`src/design/jtid_pkg.sv`:
```
// Constants, types and helpers shared by the scan access block
// Operation
// - After reset, each tile puts exactly two taps in the chain: boundary and chip.
// - Boundary tap follows the standard test-access scheme and scans the I/O pins.
// - Chip tap reaches tile, switch and one-time memory for code load and debug.
// - Test reset held low keeps the whole scan module in reset.
// - Identification word: version, part, maker, then bit 0 fixed at one.
// - User-code word: user ID, unused field, silicon revision, high to low.
// - User ID comes from tile 0 security bits 22 to 31, zero if unprogrammed.
// - Global reset is active low and resets the whole device.
// - After global reset release, wait for PLL lock, then start boot.
// - All scan activity follows the test clock; only test reset is exempt. Here global reset also clears the taps.
// - Security bits 31 to 22 extend the user ID reported in the user-code word.
package jtid_pkg;

  // ----------------------------------------------------------------
  // Widths and instruction codes
  // ----------------------------------------------------------------
  localparam int IR_W = 4;
  localparam int DR_W = 32;
  localparam logic [IR_W-1:0] IR_EXTEST = 4'h0;
  localparam logic [IR_W-1:0] IR_IDENT = 4'h1;
  localparam logic [IR_W-1:0] IR_USER = 4'h2;
  localparam logic [IR_W-1:0] IR_SAMPLE = 4'h3;
  localparam logic [IR_W-1:0] IR_ACC_TILE = 4'h4;
  localparam logic [IR_W-1:0] IR_ACC_SWITCH = 4'h5;
  localparam logic [IR_W-1:0] IR_ACC_OTP = 4'h6;
  localparam logic [IR_W-1:0] IR_BYPASS = 4'hF;
  localparam logic [IR_W-1:0] IR_CAPTURE = 4'h1;  // Low bits 01 as the standard asks

  // ----------------------------------------------------------------
  // Field positions and reset values
  // ----------------------------------------------------------------
  localparam int ID_VER_LO = 28;
  localparam int ID_PART_LO = 12;
  localparam int ID_MAKER_LO = 1;
  localparam int UC_UID_HI = 31;
  localparam int UC_UID_LO = 22;
  localparam int UC_UNUSED_W = 6;
  localparam int SEC_UID_HI = 31;
  localparam int SEC_UID_LO = 22;
  localparam logic [DR_W-1:0] DR_RESET = 32'h0000_0000;
  localparam logic [1:0] TGT_TILE = 2'h0;
  localparam logic [1:0] TGT_SWITCH = 2'h1;
  localparam logic [1:0] TGT_OTP = 2'h2;

  // ----------------------------------------------------------------
  // Types
  // ----------------------------------------------------------------
  typedef enum logic [3:0] {
    TS_RESET = 4'h0, TS_IDLE = 4'h1, TS_SEL_DR = 4'h2, TS_CAP_DR = 4'h3,
    TS_SH_DR = 4'h4, TS_EX1_DR = 4'h5, TS_PAU_DR = 4'h6, TS_EX2_DR = 4'h7,
    TS_UPD_DR = 4'h8, TS_SEL_IR = 4'h9, TS_CAP_IR = 4'hA, TS_SH_IR = 4'hB,
    TS_EX1_IR = 4'hC, TS_PAU_IR = 4'hD, TS_EX2_IR = 4'hE, TS_UPD_IR = 4'hF
  } jtid_tap_e;

  typedef enum logic [1:0] {
    BT_WAIT = 2'h0, BT_GO = 2'h1, BT_RUN = 2'h2
  } jtid_boot_e;

  // Scan pins after synchronisation
  typedef struct packed {
    logic trst_n;
    logic tck;
    logic tms;
    logic tdi;
  } jtid_scan_s;

  // ----------------------------------------------------------------
  // Tap next-state function, shared by every tap in the chain
  // ----------------------------------------------------------------
  function automatic jtid_tap_e tap_next(input jtid_tap_e st, input logic tms);
    case (st)
      TS_RESET: tap_next = tms ? TS_RESET : TS_IDLE;
      TS_IDLE: tap_next = tms ? TS_SEL_DR : TS_IDLE;
      TS_SEL_DR: tap_next = tms ? TS_SEL_IR : TS_CAP_DR;
      TS_CAP_DR: tap_next = tms ? TS_EX1_DR : TS_SH_DR;
      TS_SH_DR: tap_next = tms ? TS_EX1_DR : TS_SH_DR;
      TS_EX1_DR: tap_next = tms ? TS_UPD_DR : TS_PAU_DR;
      TS_PAU_DR: tap_next = tms ? TS_EX2_DR : TS_PAU_DR;
      TS_EX2_DR: tap_next = tms ? TS_UPD_DR : TS_SH_DR;
      TS_UPD_DR: tap_next = tms ? TS_SEL_DR : TS_IDLE;
      TS_SEL_IR: tap_next = tms ? TS_RESET : TS_CAP_IR;
      TS_CAP_IR: tap_next = tms ? TS_EX1_IR : TS_SH_IR;
      TS_SH_IR: tap_next = tms ? TS_EX1_IR : TS_SH_IR;
      TS_EX1_IR: tap_next = tms ? TS_UPD_IR : TS_PAU_IR;
      TS_PAU_IR: tap_next = tms ? TS_EX2_IR : TS_PAU_IR;
      TS_EX2_IR: tap_next = tms ? TS_UPD_IR : TS_SH_IR;
      TS_UPD_IR: tap_next = tms ? TS_SEL_DR : TS_IDLE;
      default: tap_next = TS_RESET;
    endcase
  endfunction

  // Private instructions of each tap kind
  function automatic logic is_priv(input logic chip, input logic [IR_W-1:0] ir);
    if (chip) begin
      is_priv = (ir == IR_ACC_TILE) || (ir == IR_ACC_SWITCH) || (ir == IR_ACC_OTP);
    end else begin
      is_priv = (ir == IR_EXTEST) || (ir == IR_SAMPLE);
    end
  endfunction

endpackage

```
`src/design/jtid_sync.sv`:
```
// Two-stage synchroniser bank for inputs from outside the clock domain
`timescale 1ns/10ps
module jtid_sync #(
  parameter int W = 1
) (
  // Clock and reset
  input wire logic clk,
  input wire logic rst_n,
  // Data
  input wire logic [W-1:0] d,
  output logic [W-1:0] q
);

  logic [W-1:0] meta_q;

  // First stage feeds only the second one
  always_ff @(posedge clk) begin
    if (!rst_n) begin
      meta_q <= '0;
      q <= '0;
    end else begin
      meta_q <= d;
      q <= meta_q;
    end
  end

endmodule

```
`src/design/jtid_top.sv`:
```
// Scan access block: tap chain, identity words, boundary and chip access, boot release
`timescale 1ns/10ps
module jtid_top #(
  parameter int NUM_TILES = 2,
  parameter logic [3:0] ID_VERSION = 4'h0,  // Arbitrary value
  parameter logic [15:0] ID_PART = 16'h00A5,  // Arbitrary value
  parameter logic [10:0] ID_MAKER = 11'h055,  // Arbitrary value
  parameter logic [15:0] SIL_REV = 16'h0001  // Arbitrary value
) (
  // System clock and global reset
  input wire logic CLK_SYS,
  input wire logic RST_N,
  // Scan pins
  input wire logic TCK,
  input wire logic TMS,
  input wire logic TDI,
  input wire logic TRST_N,
  output logic TDO,
  output logic TDO_OE,
  // Boot release
  input wire logic PLL_LOCK,
  output logic BOOT_START,
  output logic BOOT_RUN,
  // Tile 0 security register
  input wire logic [jtid_pkg::DR_W-1:0] SEC_REG_T0,
  // Boundary scan of the pins, one word per tile
  input wire logic [NUM_TILES*jtid_pkg::DR_W-1:0] PIN_IN,
  output logic [NUM_TILES*jtid_pkg::DR_W-1:0] PIN_OUT,
  output logic [NUM_TILES-1:0] PIN_EXT,
  // Chip access, one channel per tile
  output logic [NUM_TILES-1:0] ACC_WR,
  output logic [NUM_TILES*2-1:0] ACC_TGT,
  output logic [NUM_TILES*jtid_pkg::DR_W-1:0] ACC_WDATA,
  input wire logic [NUM_TILES*jtid_pkg::DR_W-1:0] ACC_RDATA
);
  import jtid_pkg::*;

  localparam int NT = 2 * NUM_TILES;

  // ----------------------------------------------------------------
  // Pin synchronisation and test clock edges
  // ----------------------------------------------------------------
  jtid_scan_s scan_raw;
  jtid_scan_s scan_s;
  logic lock_s;
  logic [NUM_TILES*DR_W-1:0] pin_in_s;
  logic tck_prev_q;

  assign scan_raw = '{trst_n: TRST_N, tck: TCK, tms: TMS, tdi: TDI};

  jtid_sync #(
    .W($bits(jtid_scan_s) + 1)
  ) u_sync_scan (
    .clk(CLK_SYS),
    .rst_n(RST_N),
    .d({scan_raw, PLL_LOCK}),
    .q({scan_s, lock_s})
  );

  // Pins are slow next to the scan clock, so a plain two-stage bank is enough
  jtid_sync #(
    .W(NUM_TILES * DR_W)
  ) u_sync_pins (
    .clk(CLK_SYS),
    .rst_n(RST_N),
    .d(PIN_IN),
    .q(pin_in_s)
  );

  // Edge finder runs off the second stage only
  always_ff @(posedge CLK_SYS) begin
    if (!RST_N) begin
      tck_prev_q <= 1'b0;
    end else begin
      tck_prev_q <= scan_s.tck;
    end
  end

  wire tck_rise = scan_s.tck & ~tck_prev_q;
  wire tck_fall = ~scan_s.tck & tck_prev_q;
  // Either reset clears the taps; a tied-low test reset parks them for good
  wire tap_rst = !RST_N || !scan_s.trst_n;

  // ----------------------------------------------------------------
  // Identity words
  // ----------------------------------------------------------------
  wire [DR_W-1:0] id_word = (DR_W'(ID_VERSION) << ID_VER_LO) | (DR_W'(ID_PART) << ID_PART_LO)
                          | (DR_W'(ID_MAKER) << ID_MAKER_LO) | DR_W'(1);
  // Unprogrammed security bits are zero, so the user ID reads zero there
  wire [DR_W-1:0] uc_word = {SEC_REG_T0[SEC_UID_HI:SEC_UID_LO], {UC_UNUSED_W{1'b0}}, SIL_REV};

  // ----------------------------------------------------------------
  // Tap chain: even taps scan the pins, odd taps reach the tile
  // ----------------------------------------------------------------
  logic [NT:0] chain;
  logic [NT-1:0] oe;

  assign chain[0] = scan_s.tdi;

  genvar g;
  for (g = 0; g < NT; g++) begin : g_tap
    localparam bit IS_CHIP = (g % 2) == 1;
    localparam int TILE = g / 2;
    jtid_tap_e st_q;
    logic [IR_W-1:0] ir_q;
    logic [IR_W-1:0] ir_sh_q;
    logic [DR_W-1:0] dr_q;
    logic tdo_q;
    logic oe_q;

    // Instruction decode and capture selection
    wire priv = is_priv(IS_CHIP, ir_q);
    wire sel_id = ir_q == IR_IDENT;
    wire sel_uc = ir_q == IR_USER;
    wire bypass = !(sel_id || sel_uc || priv);
    wire [DR_W-1:0] priv_cap = IS_CHIP ? ACC_RDATA[TILE*DR_W +: DR_W]
                                       : pin_in_s[TILE*DR_W +: DR_W];
    wire [DR_W-1:0] cap_val = sel_id ? id_word : sel_uc ? uc_word : priv ? priv_cap : DR_RESET;
    wire upd_dr = tck_fall && (st_q == TS_UPD_DR) && priv;
    wire shifting = (st_q == TS_SH_IR) || (st_q == TS_SH_DR);

    // State, instruction shift and capture on rising test clock; instruction update on falling
    always_ff @(posedge CLK_SYS) begin
      if (tap_rst) begin
        st_q <= TS_RESET;
        ir_q <= IR_IDENT;
        ir_sh_q <= '0;
        dr_q <= DR_RESET;
      end else if (tck_rise) begin
        st_q <= tap_next(st_q, scan_s.tms);
        case (st_q)
          TS_RESET: ir_q <= IR_IDENT;
          TS_CAP_IR: ir_sh_q <= IR_CAPTURE;
          TS_SH_IR: ir_sh_q <= {chain[g], ir_sh_q[IR_W-1:1]};
          TS_CAP_DR: dr_q <= cap_val;
          TS_SH_DR: dr_q <= bypass ? {dr_q[DR_W-1:1], chain[g]} : {chain[g], dr_q[DR_W-1:1]};
          default: ;
        endcase
      end else if (tck_fall && st_q == TS_UPD_IR) begin
        ir_q <= ir_sh_q;
      end
    end

    // Serial out and its enable move on the falling edge, half a period clear of sampling
    always_ff @(posedge CLK_SYS) begin
      if (tap_rst) begin
        tdo_q <= 1'b0;
        oe_q <= 1'b0;
      end else if (tck_fall) begin
        tdo_q <= (st_q == TS_SH_IR) ? ir_sh_q[0] : dr_q[0];
        oe_q <= shifting;
      end
    end

    assign chain[g+1] = tdo_q;
    assign oe[g] = oe_q;

    if (IS_CHIP) begin : g_chip
      logic wr_q;
      logic [1:0] tgt_q;
      logic [DR_W-1:0] wdata_q;
      wire [1:0] tgt_sel = (ir_q == IR_ACC_SWITCH) ? TGT_SWITCH
                         : (ir_q == IR_ACC_OTP) ? TGT_OTP : TGT_TILE;

      // Update of an access word hands it to tile, switch or one-time memory
      always_ff @(posedge CLK_SYS) begin
        if (tap_rst) begin
          wr_q <= 1'b0;
          tgt_q <= TGT_TILE;
          wdata_q <= DR_RESET;
        end else begin
          wr_q <= upd_dr;
          if (upd_dr) begin
            tgt_q <= tgt_sel;
            wdata_q <= dr_q;
          end
        end
      end

      assign ACC_WR[TILE] = wr_q;
      assign ACC_TGT[TILE*2 +: 2] = tgt_q;
      assign ACC_WDATA[TILE*DR_W +: DR_W] = wdata_q;
    end else begin : g_bnd
      logic [DR_W-1:0] pin_q;
      logic ext_q;

      // Preload and test drive of the pins; the mode flag follows the instruction
      always_ff @(posedge CLK_SYS) begin
        if (tap_rst) begin
          pin_q <= DR_RESET;
          ext_q <= 1'b0;
        end else begin
          ext_q <= ir_q == IR_EXTEST;
          if (upd_dr) begin
            pin_q <= dr_q;
          end
        end
      end

      assign PIN_OUT[TILE*DR_W +: DR_W] = pin_q;
      assign PIN_EXT[TILE] = ext_q;
    end
  end

  // Last tap in the chain drives the pin
  assign TDO = chain[NT];
  assign TDO_OE = oe[NT-1];

  // ----------------------------------------------------------------
  // Boot release after global reset
  // ----------------------------------------------------------------
  jtid_boot_e bt_q;
  jtid_boot_e bt_d;
  logic start_q;
  logic run_q;

  // Boot waits on lock; a lost lock later does not restart boot, only reset does
  always_comb begin
    case (bt_q)
      BT_WAIT: bt_d = lock_s ? BT_GO : BT_WAIT;
      BT_GO: bt_d = BT_RUN;
      BT_RUN: bt_d = BT_RUN;
      default: bt_d = BT_WAIT;
    endcase
  end

  always_ff @(posedge CLK_SYS) begin
    if (!RST_N) begin
      bt_q <= BT_WAIT;
      start_q <= 1'b0;
      run_q <= 1'b0;
    end else begin
      bt_q <= bt_d;
      start_q <= bt_d == BT_GO;
      run_q <= bt_d != BT_WAIT;
    end
  end

  assign BOOT_START = start_q;
  assign BOOT_RUN = run_q;

endmodule

```
`config.mk`:
```
export PLATFORM = sky130hd
export DESIGN_NAME = jtid_top
export DESIGN_NICKNAME = d
export VERILOG_FILES = /design/src/design/jtid_pkg.sv /design/src/design/jtid_sync.sv /design/src/design/jtid_top.sv
export SDC_FILE = /design/constraint.sdc
export NUM_CORES = 1
export LEC_CHECK = 0
export BUFFER_PORTS_ARGS = -buffer_cell sky130_fd_sc_hd__buf_2
export CAP_MARGIN = 20
export CELL_PAD_IN_SITES_DETAIL_PLACEMENT = 0
export CELL_PAD_IN_SITES_GLOBAL_PLACEMENT = 2
export CORE_UTILIZATION = 36
export CTS_CLUSTER_DIAMETER = 30
export CTS_CLUSTER_SIZE = 8
export DETAILED_ROUTE_END_ITERATION = 12
export GPL_TIMING_DRIVEN = 0
export HOLD_SLACK_MARGIN = 0.1
export PLACE_DENSITY = 0.87
export SLEW_MARGIN = 20
export SYNTH_ARGS = -nofsm -noshare
export SYNTH_HDL_FRONTEND = slang
export SYNTH_SLANG_ARGS = --single-unit
```
`constraint.sdc`:
```
create_clock -name CLK_SYS -period 5.7 [get_ports CLK_SYS]
set_input_delay 0 -clock CLK_SYS [delete_from_list [all_inputs] [get_ports CLK_SYS]]
set_output_delay 0 -clock CLK_SYS [all_outputs]
set_load 0.1 [all_outputs]
```
==> impl_metrics.tcl <==
set metrics [dict create \
    syn_to_final_growth_pct 44.6 \
    avgSynthCellArea_um2 8.58 \
    fin_tns_setup_ps 0 \
    p_leak_nw 9.96 \
    drc_errors 0 \
    htree_levels 3 \
    stdcell_count 3404 \
    netlist_instances 2073 \
    antenna_found_initial 3 \
    grt_overflow 0 \
    antenna_left 0 \
    ys_ff_latch 460 \
    fin_crit_sh_pct 44.6 \
    cts_tree "built" \
    gp_congestion 0.869 \
    drv_slew 0 \
    ys_seq_area_share_pct 51.8 \
    viasPerCell 5.05 \
    power.total_mw 9.88 \
    synthTopCellsByArea "dfxtp_1 (52%), a21oi_1 (8.1%), nand2_1 (6.8%)" \
    crit_chain "a21oi_1, clkbuf_1, buf_2, a32oi_1, dlygate4sd3_1, nor2_1, a21oi_1, a21oi_1" \
    portBuffers 283 \
    start_util_pct 36.4 \
    yosysTopAreaCell "dfxtp_1" \
    setup_viol 0 \
    slowest_delay_ps 620 \
    syn_nets 2242 \
    cts_sinks 460 \
    synth-async-reset-ratio_pct 0 \
    clock_latency_ps 640 \
    drt-initial-drc-count 1183 \
    cp.required_ps 6260 \
    ys_warn_count 0 \
    crit_arrival_ps 3110 \
    nets 2821 \
    cp-start-kind "flop" \
    die_h_um 224 \
    drive_gt1_share_pct 20.0 \
    cts_made_buffers 103 \
    routed_wl_um 60400 \
    clk_pin_slew_ps 50 \
    num_io_pins 307 \
    cp_common_cell "a21oi_1" \
    ys_types 69 \
    clk_path_buf_depth 3 \
    grt_pass1_wl_um 93100 \
    end_kind "flop" \
    path_class "reg -> reg" \
    layout_commonest_cell "dfxtp_1" \
    crit_start "g_tap[3].ir_q[1]" \
    design_area_um2 25700 \
    maxSlewHeadroom_pct 32.8 \
    wl_per_cell_um 17.7 \
    period_minus_slack_ps 2540 \
    core_area_um2 48800 \
    netlist.area_leader.share_pct 51.8 \
    hp-class "in -> reg" \
    clock.fmax_ghz 0.393 \
    maxCapViolCount 0 \
    layout_common_cells "dfxtp_1 (460), nand2_1 (323), buf_2 (320), a21oi_1 (288), dlygate4sd3_1 (191)" \
    design.die.area_um2 50300 \
    hold_viol 0 \
    rr_startpoint "g_tap[3].ir_q[1]" \
    power_density_nw_per_um2 384 \
    vdd_ir_drop_max_uv 220 \
    grt_max_degree 15 \
    grt.total_usage_pct 23.7 \
    status "complete, no violations" \
    dp_hpwl_um 41300 \
    rows 81 \
    placed_cells 3020 \
    critPathSlowestCell "dlygate4sd3_1" \
    drt_first_pass_iters 5 \
    rsz0062_at_grt "false" \
    path_max_fanout 10 \
    synth_flop_cell "dfxtp_1" \
    die_x_um 224 \
    clock_skew_ps 19.0 \
    clockRootBuffer "clkbuf_16" \
    grt_pass1_vias 16900 \
    placed_cell_area_um2 20000 \
    worstMarginPinSlew_ps 1010 \
    syn_area_um2 17800 \
    min_from "PIN_IN[43]" \
    synth-edff-count 0 \
    cts_setup_buffers 0 \
    dr_total_vias 17200 \
]
flip-flops by register name, summed over array words and instances, names as in the netlist:
signal / count
g_tap.st_q: 16
g_tap.dr_q: 128
g_tap.g_chip.tgt_q: 4
u_sync_scan.meta_q: 5
g_tap.ir_sh_q: 16
u_sync_scan.q: 5
u_sync_pins.meta_q: 64
g_tap.g_chip.wdata_q: 64
TDO: 1
g_tap.g_bnd.pin_q: 64
u_sync_pins.q: 64
g_tap.ir_q: 16
g_tap.tdo_q: 3
BOOT_RUN: 1
BOOT_START: 1
bt_q: 2
g_tap.g_bnd.ext_q: 2
g_tap.g_chip.wr_q: 2
tck_prev_q: 1
TDO_OE: 1
final cells by class:
type                       count  area (um^2)
fill                        4598        23100
sequential                   460         9210
multi-input combinational   1413         7720
timing repair buffer         474         3330
clock buffer                 135         2970
tap                          664          831
buffer                       185          813
clock inverter                56          805
inverter                      15         56.3
antenna                        2         5.00
power breakdown:
group          leakage, nW  internal (mW)  switching [mW]
Sequential            3.73           3.27          0.0145
Combinational         4.38          0.151           0.136
Clock                 1.85           4.41            1.89
cell usage after synthesis, types with 12 or more instances:
| library cell | n |
|---|---|
| clkbuf_1 | 130 |
| a21oi_1 | 288 |
| o21ai_0 | 100 |
| a31oi_1 | 22 |
| nand3_1 | 33 |
| a22oi_1 | 35 |
| nand2_1 | 323 |
| inv_1 | 15 |
| buf_2 | 37 |
| nor3_1 | 40 |
| dfxtp_1 | 460 |
| o2bb2ai_1 | 31 |
| nor2_1 | 164 |
| a221oi_1 | 29 |
| mux2i_1 | 17 |
| a211oi_1 | 12 |
| a32oi_1 | 22 |
| nor2b_1 | 13 |
| and2_1 | 146 |
kinds of logic after synthesis:
group | count (synthesis) | share of synthesized area (%)
simple gates | 781 | 20.5
compound gates | 605 | 21.3
flops | 460 | 51.8
buf+inv | 200 | 4.89
mux | 18 | 1.02
xor+xnor | 7 | 0.345
fa+ha+maj | 2 | 0.141
metrics by stage:
step | hold WS [ps] | setup WS (ps) | utilization, %
2_1_floorplan | 127 | 3880 | -
3_3_place_gp | 208 | 3190 | 41.0
3_5_place_dp | 210 | 3210 | 41.0
4_1_cts | 100 | 3210 | 52.7
5_1_grt | 132 | 2990 | 52.7
6_report | 121 | 3160 | 52.7
what timing repair did:
item / 4_1_cts / 5_1_grt
hold buffers: 191 / 0
resized for setup: 0 / 0
endpoints found under the hold margin: 156 / 0
routing by layer:
layer	routed length [um]	track usage (%)
met1	27000	30.6
met3	3010	3.97
met5	0	0
met2	28400	38.6
met4	2020	10.8
worst paths after layout:
check / endpoint / slack, ps / cells after the start
setup / recovery: g_tap[3].dr_q[29] / 3160 / 8
setup reg to reg: g_tap[3].dr_q[29] / 3160 / 8
hold / removal: u_sync_pins.meta_q[43] / 120 / 3
hold reg to reg: u_sync_pins.q[27] / 420 / 1
critical path, delay by kind of cell, from the launching register on:
kind | cells | cell delay (ps)
buffers and inverters | 3 | 1420
AO/OA/AOI/OAI | 4 | 570
AND/OR/NAND/NOR | 1 | 100
flip-flops | 1 | 370
Power figures use the tool's default switching activity.
